===== config.mk =====
export PLATFORM = sky130hd
export DESIGN_NAME = sac_ctrl
export DESIGN_NICKNAME = d
export VERILOG_FILES = /design/src/include/sac_pkg.sv /design/src/hw/sac_ctrl.sv /design/src/hw/sac_sar_div.sv
export SDC_FILE = /design/constraint.sdc
export NUM_CORES = 1
export LEC_CHECK = 0
export ABC_AREA = 1
export BUFFER_PORTS_ARGS = -buffer_cell sky130_fd_sc_hd__buf_4
export CAP_MARGIN = 0
export CORE_AREA = 10 10 136 163
export DETAILED_ROUTE_END_ITERATION = 8
export DIE_AREA = 0 0 146 173
export SLEW_MARGIN = 20
export SYNTH_ARGS = -nofsm -noshare
export SYNTH_HDL_FRONTEND = slang
export SYNTH_SLANG_ARGS = --single-unit

===== constraint.sdc =====
create_clock -name ref_clk_i -period 2.3 [get_ports ref_clk_i]
set_input_delay 0 -clock ref_clk_i [delete_from_list [all_inputs] [get_ports ref_clk_i]]
set_output_delay 0 -clock ref_clk_i [all_outputs]
set_load 0.005 [all_outputs]

===== src/include/sac_pkg.sv =====
/*
 * sac_pkg: shared constants and types for the converter control block.
 * Assumes one system clock at 25 MHz and an 8-bit special function
 * register bus on page 0.
 */
package sac_pkg;
	// register page and addresses
	localparam logic [7:0] SFR_PAGE_ADC  = 8'h00;
	localparam logic [7:0] ADDR_CFG      = 8'hbc;
	localparam logic [7:0] ADDR_RES_LO   = 8'hbe;
	localparam logic [7:0] ADDR_RES_HI   = 8'hbf;
	localparam logic [7:0] ADDR_UL_LOW   = 8'hc4;
	localparam logic [7:0] ADDR_UL_HIGH  = 8'hc5;
	localparam logic [7:0] ADDR_LL_LOW   = 8'hc6;
	localparam logic [7:0] ADDR_LL_HIGH  = 8'hc7;
	localparam logic [7:0] ADDR_CTL      = 8'he8;
	// values after reset
	localparam logic [7:0] RST_CFG       = 8'hf8;
	localparam logic [7:0] RST_RES       = 8'h00;
	localparam logic [7:0] RST_UL        = 8'hff;
	localparam logic [7:0] RST_LL        = 8'h00;
	// control register bit positions
	localparam int CTL_EN   = 7;
	localparam int CTL_TM   = 6;
	localparam int CTL_DONE = 5;
	localparam int CTL_BUSY = 4;
	localparam int CTL_CMH  = 3;
	localparam int CTL_CML  = 2;
	localparam int CTL_WINT = 1;
	localparam int CTL_LJST = 0;
	// start mode encodings
	localparam logic [1:0] SM_BUSY_WR = 2'h0;
	localparam logic [1:0] SM_TIMER3  = 2'h1;
	localparam logic [1:0] SM_EXT_PIN = 2'h2;
	localparam logic [1:0] SM_TIMER2  = 2'h3;
	// amplifier gain output codes
	localparam logic [2:0] GAIN_X1   = 3'h0;
	localparam logic [2:0] GAIN_X2   = 3'h1;
	localparam logic [2:0] GAIN_X4   = 3'h2;
	localparam logic [2:0] GAIN_X8   = 3'h3;
	localparam logic [2:0] GAIN_X16  = 3'h4;
	localparam logic [2:0] GAIN_X0P5 = 3'h5;
	// sar clock counts
	localparam logic [4:0] TRACK_LAST = 5'h02;
	localparam logic [4:0] CONV_LAST  = 5'h0f;
	// recommended sar clock ceiling and smallest safe divide value
	localparam int SYS_CLK_KHZ     = 25000;
	localparam int SAR_CLK_MAX_KHZ = 2500;
	localparam logic [4:0] DIV_MIN_SAFE =
		5'((SYS_CLK_KHZ + 2 * SAR_CLK_MAX_KHZ - 1)
		/ (2 * SAR_CLK_MAX_KHZ) - 1);
	// sequencer states
	typedef enum logic [1:0] {ST_IDLE, ST_TRACK, ST_CONV} sac_state_t;
endpackage


===== src/hw/sac_ctrl.sv =====
/*
 * sac_ctrl: digital control around a 12-bit sar converter: registers,
 * start selection, track/convert sequencing, result formatting and the
 * window detector. Assumes timer overflows are one-cycle pulses on the
 * same clock, adc_data_i is settled when the last sar clock of a
 * conversion arrives, and the start pin is asynchronous.
 */
`timescale 1ns/100ps
// What this block does
// - nonzero divide gives period two times (n+1)
// - zero divide runs sar at system rate
// - gain field decodes to 1,2,4,8,16,0.5
// - enable bit low holds converter shut down
// - continuous tracking except while converting
// - done flag sticky until software clears it
// - done flag rises as busy falls
// - busy reads one while converting
// - busy write one starts in mode 00
// - start mode picks the trigger source
// - low-power busy and timer starts track three sar clocks first
// - low-power pin mode tracks while pin low
// - window flag sticky until software clears
// - right justify with sign or zero fill
// - left justify, low nibble reads zero
// - unsigned single-ended, two's complement differential
// - compare every result against both limits
// - limit order selects inside or outside window
// - limit words built from high and low bytes
// - control bits writable by bit address
// - conversion lasts sixteen sar clocks
module sac_ctrl
	import sac_pkg::*;
(
	// clock and reset
	input  wire logic        ref_clk_i,
	input  wire logic        rstn_i,
	// special function register bus
	input  wire logic [7:0]  sfr_page_i,
	input  wire logic [7:0]  sfr_addr_i,
	input  wire logic        sfr_wr_i,
	input  wire logic        sfr_rd_i,
	input  wire logic [7:0]  sfr_wdata_i,
	input  wire logic        sfr_bit_wr_i,
	input  wire logic [2:0]  sfr_bit_sel_i,
	input  wire logic        sfr_bit_val_i,
	output logic [7:0]       sfr_rdata_o,
	// start sources
	input  wire logic        timer3_ovf_i,
	input  wire logic        timer2_ovf_i,
	input  wire logic        ext_start_pin_i,
	// analog converter side
	input  wire logic [11:0] adc_data_i,
	input  wire logic        diff_mode_i,
	output logic             adc_enable_o,
	output logic             track_o,
	output logic             conv_active_o,
	output logic             sar_tick_o,
	output logic [2:0]       amp_gain_o,
	// flags
	output logic             conv_done_flag_o,
	output logic             window_match_flag_o
);
	typedef struct packed {
		logic [7:0] cfg;     // divide and gain
		logic [7:0] res_lo;  // result low byte
		logic [7:0] res_hi;  // result high byte
		logic [7:0] gth;     // upper limit high byte
		logic [7:0] gtl;     // upper limit low byte
		logic [7:0] lth;     // lower limit high byte
		logic [7:0] ltl;     // lower limit low byte
		logic       en;      // converter enable
		logic       tm;      // low-power track mode
		logic       done;    // conversion complete flag
		logic       busy;    // conversion in progress
		logic [1:0] cm;      // start mode
		logic       wint;    // window match flag
		logic       ljst;    // left justify
		sac_state_t st;      // sequencer state
		logic [4:0] cnt;     // sar clocks in the phase
		logic       pin_s1;  // start pin sync stage one
		logic       pin_s2;  // start pin sync stage two
		logic       pin_d;   // delayed synced pin for edges
		logic [7:0] rdata;   // registered read data
		logic       track;   // track output
		logic [2:0] gain;    // decoded gain output
		logic       active;  // converting output
	} sac_regs_t;

	sac_regs_t   s_r;
	sac_regs_t   n;
	logic        sar_tick;   // sar clock enable
	logic        restart;    // realign the sar clock
	logic        hit;        // access to page 0
	logic        ctl_wr;     // control written this cycle
	logic [7:0]  mask;       // control bits touched
	logic [7:0]  wval;       // control write value
	logic [7:0]  ctl_new;    // control after the write
	logic        go_sw;      // busy bit start request
	logic        go_tmr;     // timer start request
	logic        pin_rise;   // synced start pin edge
	logic        start;      // any accepted start
	logic        cmpl;       // conversion completes now
	logic        done_clr;   // software clears done
	logic        wint_clr;   // software clears window flag
	logic [15:0] word;       // formatted result
	logic        win_now;    // window match on this result

	// decode the gain field
	function automatic logic [2:0] gain_dec(input logic [2:0] g);
		case (g)
			3'h0: gain_dec = GAIN_X1;
			3'h1: gain_dec = GAIN_X2;
			3'h2: gain_dec = GAIN_X4;
			3'h3: gain_dec = GAIN_X8;
			3'h4, 3'h5: gain_dec = GAIN_X16;
			default: gain_dec = GAIN_X0P5;
		endcase
	endfunction

	// place a 12-bit code into the 16-bit data word
	function automatic logic [15:0] fmt(input logic [11:0] d,
		input logic dif, input logic lj);
		if (lj) begin
			fmt = {d, 4'h0};
		end else begin
			fmt = {dif ? {4{d[11]}} : 4'h0, d};
		end
	endfunction

	// window test; limit order picks inside or outside
	function automatic logic win_hit(input logic [15:0] w,
		input logic [15:0] gt, input logic [15:0] lt, input logic sg);
		logic above;
		logic below;
		logic inner;
		above = sg ? ($signed(w) > $signed(gt)) : (w > gt);
		below = sg ? ($signed(w) < $signed(lt)) : (w < lt);
		inner = sg ? ($signed(lt) > $signed(gt)) : (lt > gt);
		win_hit = inner ? (above & below) : (above | below);
	endfunction

	// sar clock divider
	sac_sar_div u_div (
		.ref_clk_i (ref_clk_i),
		.rstn_i    (rstn_i),
		.div_i     (s_r.cfg[7:3]),
		.restart_i (restart),
		.tick_o    (sar_tick)
	);

	// next state: bus, triggers, sequencer, results
	always_comb begin
		n = s_r;
		restart = 1'b0;
		start = 1'b0;
		cmpl = 1'b0;
		// two-stage synchroniser, then edge detector on stage two
		n.pin_s1 = ext_start_pin_i;
		n.pin_s2 = s_r.pin_s1;
		n.pin_d = s_r.pin_s2;
		pin_rise = s_r.pin_s2 & ~s_r.pin_d;
		hit = (sfr_page_i == SFR_PAGE_ADC);
		// byte writes to plain registers
		if (sfr_wr_i && hit) begin
			case (sfr_addr_i)
				ADDR_CFG:     n.cfg = sfr_wdata_i;
				ADDR_RES_LO:  n.res_lo = sfr_wdata_i;
				ADDR_RES_HI:  n.res_hi = sfr_wdata_i;
				ADDR_UL_LOW:  n.gtl = sfr_wdata_i;
				ADDR_UL_HIGH: n.gth = sfr_wdata_i;
				ADDR_LL_LOW:  n.ltl = sfr_wdata_i;
				ADDR_LL_HIGH: n.lth = sfr_wdata_i;
				default:      n.cfg = s_r.cfg;
			endcase
		end
		// control: byte write or single bit write
		ctl_wr = hit && (sfr_bit_wr_i ||
			(sfr_wr_i && sfr_addr_i == ADDR_CTL));
		mask = sfr_bit_wr_i ? 8'(8'h01 << sfr_bit_sel_i) : 8'hff;
		wval = sfr_bit_wr_i ? {8{sfr_bit_val_i}} : sfr_wdata_i;
		ctl_new = ({s_r.en, s_r.tm, s_r.done, s_r.busy, s_r.cm,
			s_r.wint, s_r.ljst} & ~mask) | (wval & mask);
		done_clr = ctl_wr && mask[CTL_DONE] && !wval[CTL_DONE];
		wint_clr = ctl_wr && mask[CTL_WINT] && !wval[CTL_WINT];
		if (ctl_wr) begin
			n.en = ctl_new[CTL_EN];
			n.tm = ctl_new[CTL_TM];
			n.done = ctl_new[CTL_DONE];
			n.cm = ctl_new[CTL_CMH:CTL_CML];
			n.wint = ctl_new[CTL_WINT];
			n.ljst = ctl_new[CTL_LJST];
		end
		// start requests; writing zero to busy does nothing
		go_sw = ctl_wr && mask[CTL_BUSY] && wval[CTL_BUSY] &&
			n.cm == SM_BUSY_WR;
		go_tmr = (n.cm == SM_TIMER3 && timer3_ovf_i) ||
			(n.cm == SM_TIMER2 && timer2_ovf_i);
		word = fmt(adc_data_i, diff_mode_i, n.ljst);
		win_now = win_hit(word, {n.gth, n.gtl}, {n.lth, n.ltl},
			diff_mode_i);
		// sequencer
		case (s_r.st)
			ST_IDLE: begin
				if (n.en && (go_sw || go_tmr)) begin
					// busy or timer start: track first in low-power mode
					start = 1'b1;
					n.st = n.tm ? ST_TRACK : ST_CONV;
				end else if (n.en && n.cm == SM_EXT_PIN && pin_rise) begin
					// pin edge ends tracking and converts
					start = 1'b1;
					n.st = ST_CONV;
				end
				if (start) begin
					n.busy = 1'b1;
					n.cnt = 5'h00;
					restart = 1'b1;
				end
			end
			ST_TRACK: begin
				// three sar clocks of tracking
				if (sar_tick && s_r.cnt == TRACK_LAST) begin
					n.st = ST_CONV;
					n.cnt = 5'h00;
					restart = 1'b1;
				end else if (sar_tick) begin
					n.cnt = s_r.cnt + 5'h01;
				end
			end
			ST_CONV: begin
				// sixteen sar clocks of conversion
				if (sar_tick && s_r.cnt == CONV_LAST) begin
					cmpl = 1'b1;
				end else if (sar_tick) begin
					n.cnt = s_r.cnt + 5'h01;
				end
			end
			default: n.st = ST_IDLE;
		endcase
		if (cmpl) begin
			// results, busy fall, flags; set wins over clear
			n.st = ST_IDLE;
			n.busy = 1'b0;
			n.done = 1'b1;
			n.res_hi = word[15:8];
			n.res_lo = word[7:0];
			if (win_now) begin
				n.wint = 1'b1;
			end
		end else if (!n.en) begin
			// shutdown aborts any sequence
			n.st = ST_IDLE;
			n.busy = 1'b0;
		end
		// analog side controls
		if (!n.en) begin
			n.track = 1'b0;
		end else if (!n.tm) begin
			n.track = (n.st != ST_CONV);
		end else if (n.cm == SM_EXT_PIN) begin
			n.track = (n.st == ST_IDLE) && !s_r.pin_s2;
		end else begin
			n.track = (n.st == ST_TRACK);
		end
		n.gain = gain_dec(n.cfg[2:0]);
		n.active = (n.st == ST_CONV);
		// registered read data; unmapped reads give zero
		if (sfr_rd_i) begin
			if (!hit) begin
				n.rdata = 8'h00;
			end else begin
				case (sfr_addr_i)
					ADDR_CFG:     n.rdata = s_r.cfg;
					ADDR_RES_LO:  n.rdata = s_r.res_lo;
					ADDR_RES_HI:  n.rdata = s_r.res_hi;
					ADDR_UL_LOW:  n.rdata = s_r.gtl;
					ADDR_UL_HIGH: n.rdata = s_r.gth;
					ADDR_LL_LOW:  n.rdata = s_r.ltl;
					ADDR_LL_HIGH: n.rdata = s_r.lth;
					ADDR_CTL:     n.rdata = {s_r.en, s_r.tm, s_r.done,
						s_r.busy, s_r.cm, s_r.wint, s_r.ljst};
					default:      n.rdata = 8'h00;
				endcase
			end
		end
	end

	// state register; reset loads constants only
	always_ff @(posedge ref_clk_i or negedge rstn_i) begin
		if (!rstn_i) begin
			s_r <= '0;
			s_r.cfg <= RST_CFG;
			s_r.res_lo <= RST_RES;
			s_r.res_hi <= RST_RES;
			s_r.gth <= RST_UL;
			s_r.gtl <= RST_UL;
			s_r.lth <= RST_LL;
			s_r.ltl <= RST_LL;
			s_r.st <= ST_IDLE;
			s_r.gain <= GAIN_X1;
		end else begin
			s_r <= n;
		end
	end

	// outputs straight from the state register; sar tick straight from the divider
	assign sfr_rdata_o = s_r.rdata;
	assign adc_enable_o = s_r.en;
	assign track_o = s_r.track;
	assign conv_active_o = s_r.active;
	assign sar_tick_o = sar_tick;
	assign amp_gain_o = s_r.gain;
	assign conv_done_flag_o = s_r.done;
	assign window_match_flag_o = s_r.wint;
endmodule


===== src/hw/sac_sar_div.sv =====
/*
 * sac_sar_div: divides the system clock into a one-cycle sar clock
 * enable. Assumes div_i and restart_i come from logic on the same clock.
 */
`timescale 1ns/100ps
module sac_sar_div
	import sac_pkg::*;
(
	// clock and reset
	input  wire logic       ref_clk_i,
	input  wire logic       rstn_i,
	// control
	input  wire logic [4:0] div_i,
	input  wire logic       restart_i,
	// sar clock enable
	output logic            tick_o
);
	typedef struct packed {
		logic [5:0] cnt;   // system clocks into the sar period
		logic       tick;  // one-cycle sar clock enable
	} sac_div_t;

	sac_div_t   s_r;
	sac_div_t   s_nxt;
	logic [5:0] lim;       // last count of a period

	// next state of the divider
	always_comb begin
		s_nxt = s_r;
		lim = {div_i, 1'b1};
		if (div_i == 5'h00) begin
			// full system rate, no division
			s_nxt.cnt = 6'h00;
			s_nxt.tick = 1'b1;
		end else if (restart_i) begin
			// realign the period to a new phase
			s_nxt.cnt = 6'h00;
			s_nxt.tick = 1'b0;
		end else begin
			// period of two times (div plus one) clocks
			s_nxt.tick = (s_r.cnt == lim);
			s_nxt.cnt = (s_r.cnt == lim) ? 6'h00 : s_r.cnt + 6'h01;
		end
	end

	// state register
	always_ff @(posedge ref_clk_i or negedge rstn_i) begin
		if (!rstn_i) begin
			s_r <= '0;
		end else begin
			s_r <= s_nxt;
		end
	end

	assign tick_o = s_r.tick;
endmodule


# [Yosys cells after proc, flatten, opt, wreduce, memory -nomap -nowiden]
# Cells that the tools add are included.
[op_classes] add_sub_neg=2 n_mul=0 div_mod_pow=0 magnitude_cmp=6 eq_ne=28 n_shift=1 muxes=55 bitwise_logic=8 n_reduce_logical=35
[ops] cell="$mux 8" n=9
[ops] cell="$eq 8x8->1 const B" n=8
[ops] cell="$gt 16x16->1" n=4
[ops] cell="$pmux 8 s8" n=1
[ops] cell="$mux 51" n=1
[ops] cell="$lt 16x16->1" n=2
[ops] cell="$mux 16" n=2
[ops] cell="$mux 1" n=21
[ops] cell="$mux 5" n=4
[ops] cell="$and 8x8->8" n=2
[ops] cell="$pmux 3 s5" n=1
[ops] cell="$pmux 5 s3" n=1
[ops] cell="$logic_and 1x1->1" n=14
[ops] cell="$mux 7" n=2
[ops] cell="$mux 2" n=6
[ops] cell="$eq 2x2->1 const B" n=4
[ops] cell="$logic_not 8->1" n=1
[ops] cell="$mux 4" n=2
[ops] cell="$not 8->8" n=1
[ops] cell="$or 8x8->8" n=1
[ops] cell="$reduce_and 2->1" n=4
[ops] cell="$reduce_bool 2->1" n=4
[ops] cell="$shl 1x3->8 const A" n=1
[ops] cell="$add 6x1->6 const B" n=1
[ops] cell="other kinds (26)" n=38
[totals] regBits=94 latch_bits=0 mem_bits_rw=0 mem_bits_ro=0 inputBits=49 out_inout_bits=17 wordCells=161 mem_count=0

# [Longest topological paths before layout]
[depth] ltp_word=20 mapped_depth=26 ltp_nobuf=25

# [Cells and area by module]
# Synthesis repeated with hierarchy kept, for this count alone.
[unflattened] cells_unflattened=880 hier_area_um2=6512.5
[by_module_without_submodules] mod="sac_ctrl" n_inst=1 cells_per_inst=820 area_per_inst_um2=6078.3 seq_area_each_um2=2178.3
[by_module_without_submodules] mod="sac_sar_div" n_inst=1 cells_per_inst=60 area_per_inst_um2=434.2 seq_area_each_um2=175.2

# [Worst setup path before layout]
# OpenSTA, ideal clock, no wires.
[synth_timing] path_type="input-to-reg" from="input port sfr_page_i[5]" to="register s_r (netlist bit window_match_flag_o)" setup_time_ps=116 arrival_ps=2622 t_required_ps=2184 path_slack_ps=-439 cell_stages=23 path_buffers=2 path_cell_list="nor2_1 > nand2_1 > nor2_2 > buf_4 > nand2_1 > inv_1 > nand4_1 > clkbuf_1 > o21ai_0 > inv_1 > ha_1 > a21oi_1 > o21a_1 > o221a_2 > nand2_1 > nand2_1 > nand2_1 > nor2_1 > nand3_1 > nand2_1 > inv_1 > nand2_1 > nand2_1"
[synth_lines] item="start, declared" line="sac_ctrl.sv:38" source="input wire logic [7:0] sfr_page_i,"
[synth_lines] item="end signal, assigned" line="sac_ctrl.sv:301" source="s_r <= n;"
[synth_lines] item="end, declared" line="sac_ctrl.sv:89" source="sac_regs_t s_r;"

==> impl_metrics.json <==
{
  "status": "complete, but fails checks",
  "violations": "negative setup slack",
  "drtIter0Drc": 487,
  "clkPwrFrac": 0.350,
  "p_total_mw": 4.46,
  "layout_common_cells": "209 x buf_4, 196 x nand2_1, 133 x inv_1",
  "setup_ws_ns": -0.210,
  "die_area_um2": 25300,
  "ys_top_cells_by_area": "dfrtp_1 28%, nand2_1 12%, ha_1 10%, dfstp_2 8.5%, inv_1 8.1%",
  "path_class": "reg2reg",
  "cts.clk_slew.worst_paths_ns": 0.07,
  "port_buffers": 65,
  "grt_max_degree": 49,
  "via_per_inst": 4.89,
  "arrival_ns": 2.76,
  "drc": 0,
  "fp.dieH_um": 173,
  "hold_viol": 0,
  "io_pins": 66,
  "row_count": 55,
  "r2r_cells": 22,
  "required_ns": 2.55,
  "nNetsFinal": 1172,
  "switching_share": 0.315,
  "comb_power_share": 0.245,
  "slew_viol_final": 0,
  "clk_latency_ns": 0.36,
  "diodes": 0,
  "start_util": 0.347,
  "async_flop_share": 1.00,
  "grt_pass1_vias": 6691,
  "die_x_um": 146,
  "syn_area_per_cell_um2": 7.56,
  "fmax_mhz": 398,
  "layout_commonest_cell": "buf_4",
  "pwr-share-seq": 0.404,
  "maxCapViolCount": 0,
  "r2r_slack_ns": -0.21,
  "final-setup-viol-count": 2,
  "cts_tree": "yes",
  "synth.ff_latch_count": 94,
  "areaGrowthSynthToFinish_pct": 38.1,
  "final.setup_skew_ns": 0.00840,
  "rsz0062_at_grt": "yes",
  "cts-buffers-inserted": 9,
  "syn_area_um2": 6510,
  "cts_root_buf": "clkbuf_16",
  "hpwl_um": 16900,
  "cts_buffer_depth": 2,
  "p_int_mw": 3.05,
  "syn_nets": 963,
  "drive_above_1_share": 0.321,
  "yosysUniqueCellTypes": 49,
  "switchingPower_mw": 1.41,
  "slew-limit-headroom": 0.577,
  "power_leakage_nw": 4.57,
  "yosys_warnings": 0,
  "fin_crit_sh": 1.09,
  "holdPathStages": 3,
  "h-tree-depth": 3,
  "synth-edff-count": 0,
  "routed_wl_um": 21100,
  "synth_flop_cell": "dfrtp_1",
  "yosysTopAreaCellShare": 0.281,
  "cts.sinks": 94,
  "hold_path_class": "in2reg",
  "antenna_found_initial": 0,
  "fin_crit_ns": 2.51,
  "ys_seq_area_frac": 0.365,
  "synthCells": 861,
  "grt_overflow_total": 0,
  "vdd_drop_max_mv": 0.454,
  "tightest_slew_ns": 0.634,
  "drt-pass1-iter-count": 5,
  "worstSetupEndpointType": "flip-flop",
  "grt_first_pass_wirelength_um": 34900,
  "path_max_fanout": 6,
  "routedWlPerCell_um": 15.9,
  "core-area_um2": 18800,
  "place_congestion": 0.912,
  "synth.largest_area_cell": "dfrtp_1",
  "num_vias": 6505,
  "postRouteAntennaNets": 0,
  "startpoint_type": "flip-flop",
  "p_per_area_nw_per_um2": 496,
  "whs_ns": 0.0415,
  "grt_usage": 0.170,
  "fill_cells": 1916
}
==> flip-flops by register name (all words and copies together) (netlist names) <==
| name | cells |
|---|---|
| u_div.s_r | 6 |
| adc_enable_o | 1 |
| u_div.tick_o | 1 |
| n | 2 |
| conv_active_o | 1 |
| conv_done_flag_o | 1 |
| s_r | 69 |
| amp_gain_o | 3 |
| sfr_rdata_o | 8 |
| window_match_flag_o | 1 |
| track_o | 1 |
==> per-layer routing <==
layer | vias to the layer above | GRT usage | part of all wire
li1 | 3265 | - | -
met1 | 3049 | 0.207 | 0.44
met2 | 153 | 0.293 | 0.49
met3 | 38 | 0.0319 | 0.043
met4 | 0 | 0.0606 | 0.025
met5 | - | 0 | 0
==> kinds of logic after synthesis <==
kind of cell / synth area share
AO/OA/AOI/OAI: 0.163
XOR/XNOR: 0.00942
adder cells (fa/ha/maj): 0.102
buffers and inverters: 0.108
flip-flops: 0.365
multiplexers: 0.00807
AND/OR/NAND/NOR: 0.244
==> stage by stage <==
| stage | setup WS (ns) | instances | area [um2] | util | TNS (ns) |
|---|---|---|---|---|---|
| detailed placement | -0.638 | 1290 | 8260 | 0.439 | -0.756 |
| finish | -0.210 | 1331 | 8990 | 0.479 | -0.309 |
| global route | -0.463 | 1331 | 8990 | 0.479 | -0.694 |
| CTS | -0.205 | 1330 | 8930 | 0.475 | -0.234 |
| global placement | -0.592 | 1290 | 8260 | 0.439 | -0.681 |
| floorplan | -0.155 | 861 | 6590 | - | -0.155 |
==> critical path, cell delays in order (launching register included) <==
cell and delay [ns]:
dfrtp_1 0.38, nand3_1 0.06, nand2_1 0.07, inv_1 0.07, nand3_2 0.08, nand2_4 0.14, buf_6 0.14, buf_6 0.10
nand2_1 0.04, o21ai_1 0.07, buf_4 0.16, ha_4 0.20, nand2_2 0.06, nor2_1 0.05, a211oi_2 0.19, buf_4 0.15
nand2_2 0.05, nand2_2 0.06, nand3_1 0.07, nand3_1 0.07, nand2_1 0.05, nand2_1 0.05, nand2_1 0.04
==> final timing paths <==
check / startpoint / endpoint
max: s_r[23] / window_match_flag_o
min: sfr_wdata_i[1] / s_r[64]
max reg2reg: s_r[23] / window_match_flag_o
min reg2reg: n[14] / n[13]
max in group asynchronous: rstn_i / s_r[57]
min in group asynchronous: rstn_i / s_r[13]
==> synthesized netlist by cell type (2+ instances only) <==
library cell	instances
dfstp_2	21
nand4_1	9
o22ai_1	20
nand2_4	2
o211ai_1	9
nor2_2	3
o221ai_1	7
o21ai_0	72
a211oi_1	3
mux2_2	2
nor2_4	3
nor3b_1	3
mux2i_1	3
nand2_1	212
nand3_1	39
o21a_1	8
ha_1	53
nor3_1	13
a21oi_1	30
inv_2	4
clkinv_1	3
a22o_1	4
a31oi_1	3
nand3_2	2
nand2_2	6
a221oi_1	3
xor2_1	5
nor2_1	39
clkbuf_1	9
or2_2	7
o21ai_2	4
nor4_1	12
buf_4	12
nor3_2	3
dfrtp_1	73
o2111ai_1	4
buf_2	4
inv_1	140
xnor2_1	2
==> power by group through the flow <==
stage / Clock, mW / Combinational, mW / Sequential, mW
2_1_floorplan: 0 / 0.632 / 1.82
4_1_cts: 1.58 / 1.09 / 1.80
5_1_grt: 1.66 / 1.26 / 1.82
3_3_place_gp: 0 / 1.02 / 1.83
6_report: 1.56 / 1.09 / 1.80
3_5_place_dp: 0 / 1.03 / 1.83
==> cell type report <==
cell class / count / area [um2] / share of cell area
multi-input cells: 593 / 3680 / 0.410
clock inverters: 6 / 70.1 / 0.00779
well taps: 256 / 320 / 0.0356
flip-flops and latches: 94 / 2380 / 0.265
clock buffers: 10 / 229 / 0.0255
repair buffers: 224 / 1740 / 0.194
inverters: 148 / 566 / 0.0629
==> timing repair <==
action / in CTS / in global routing
buffers inserted: 14 / 1
gates resized for setup: 45 / 19
hold endpoints to repair: 56 / 0
hold buffers: 9 / 0
gates cloned: 1 / 0
setup endpoints to repair: 1 / 3
pin swaps: 27 / 10
Note: power is estimated with default switching activity, not from simulation.
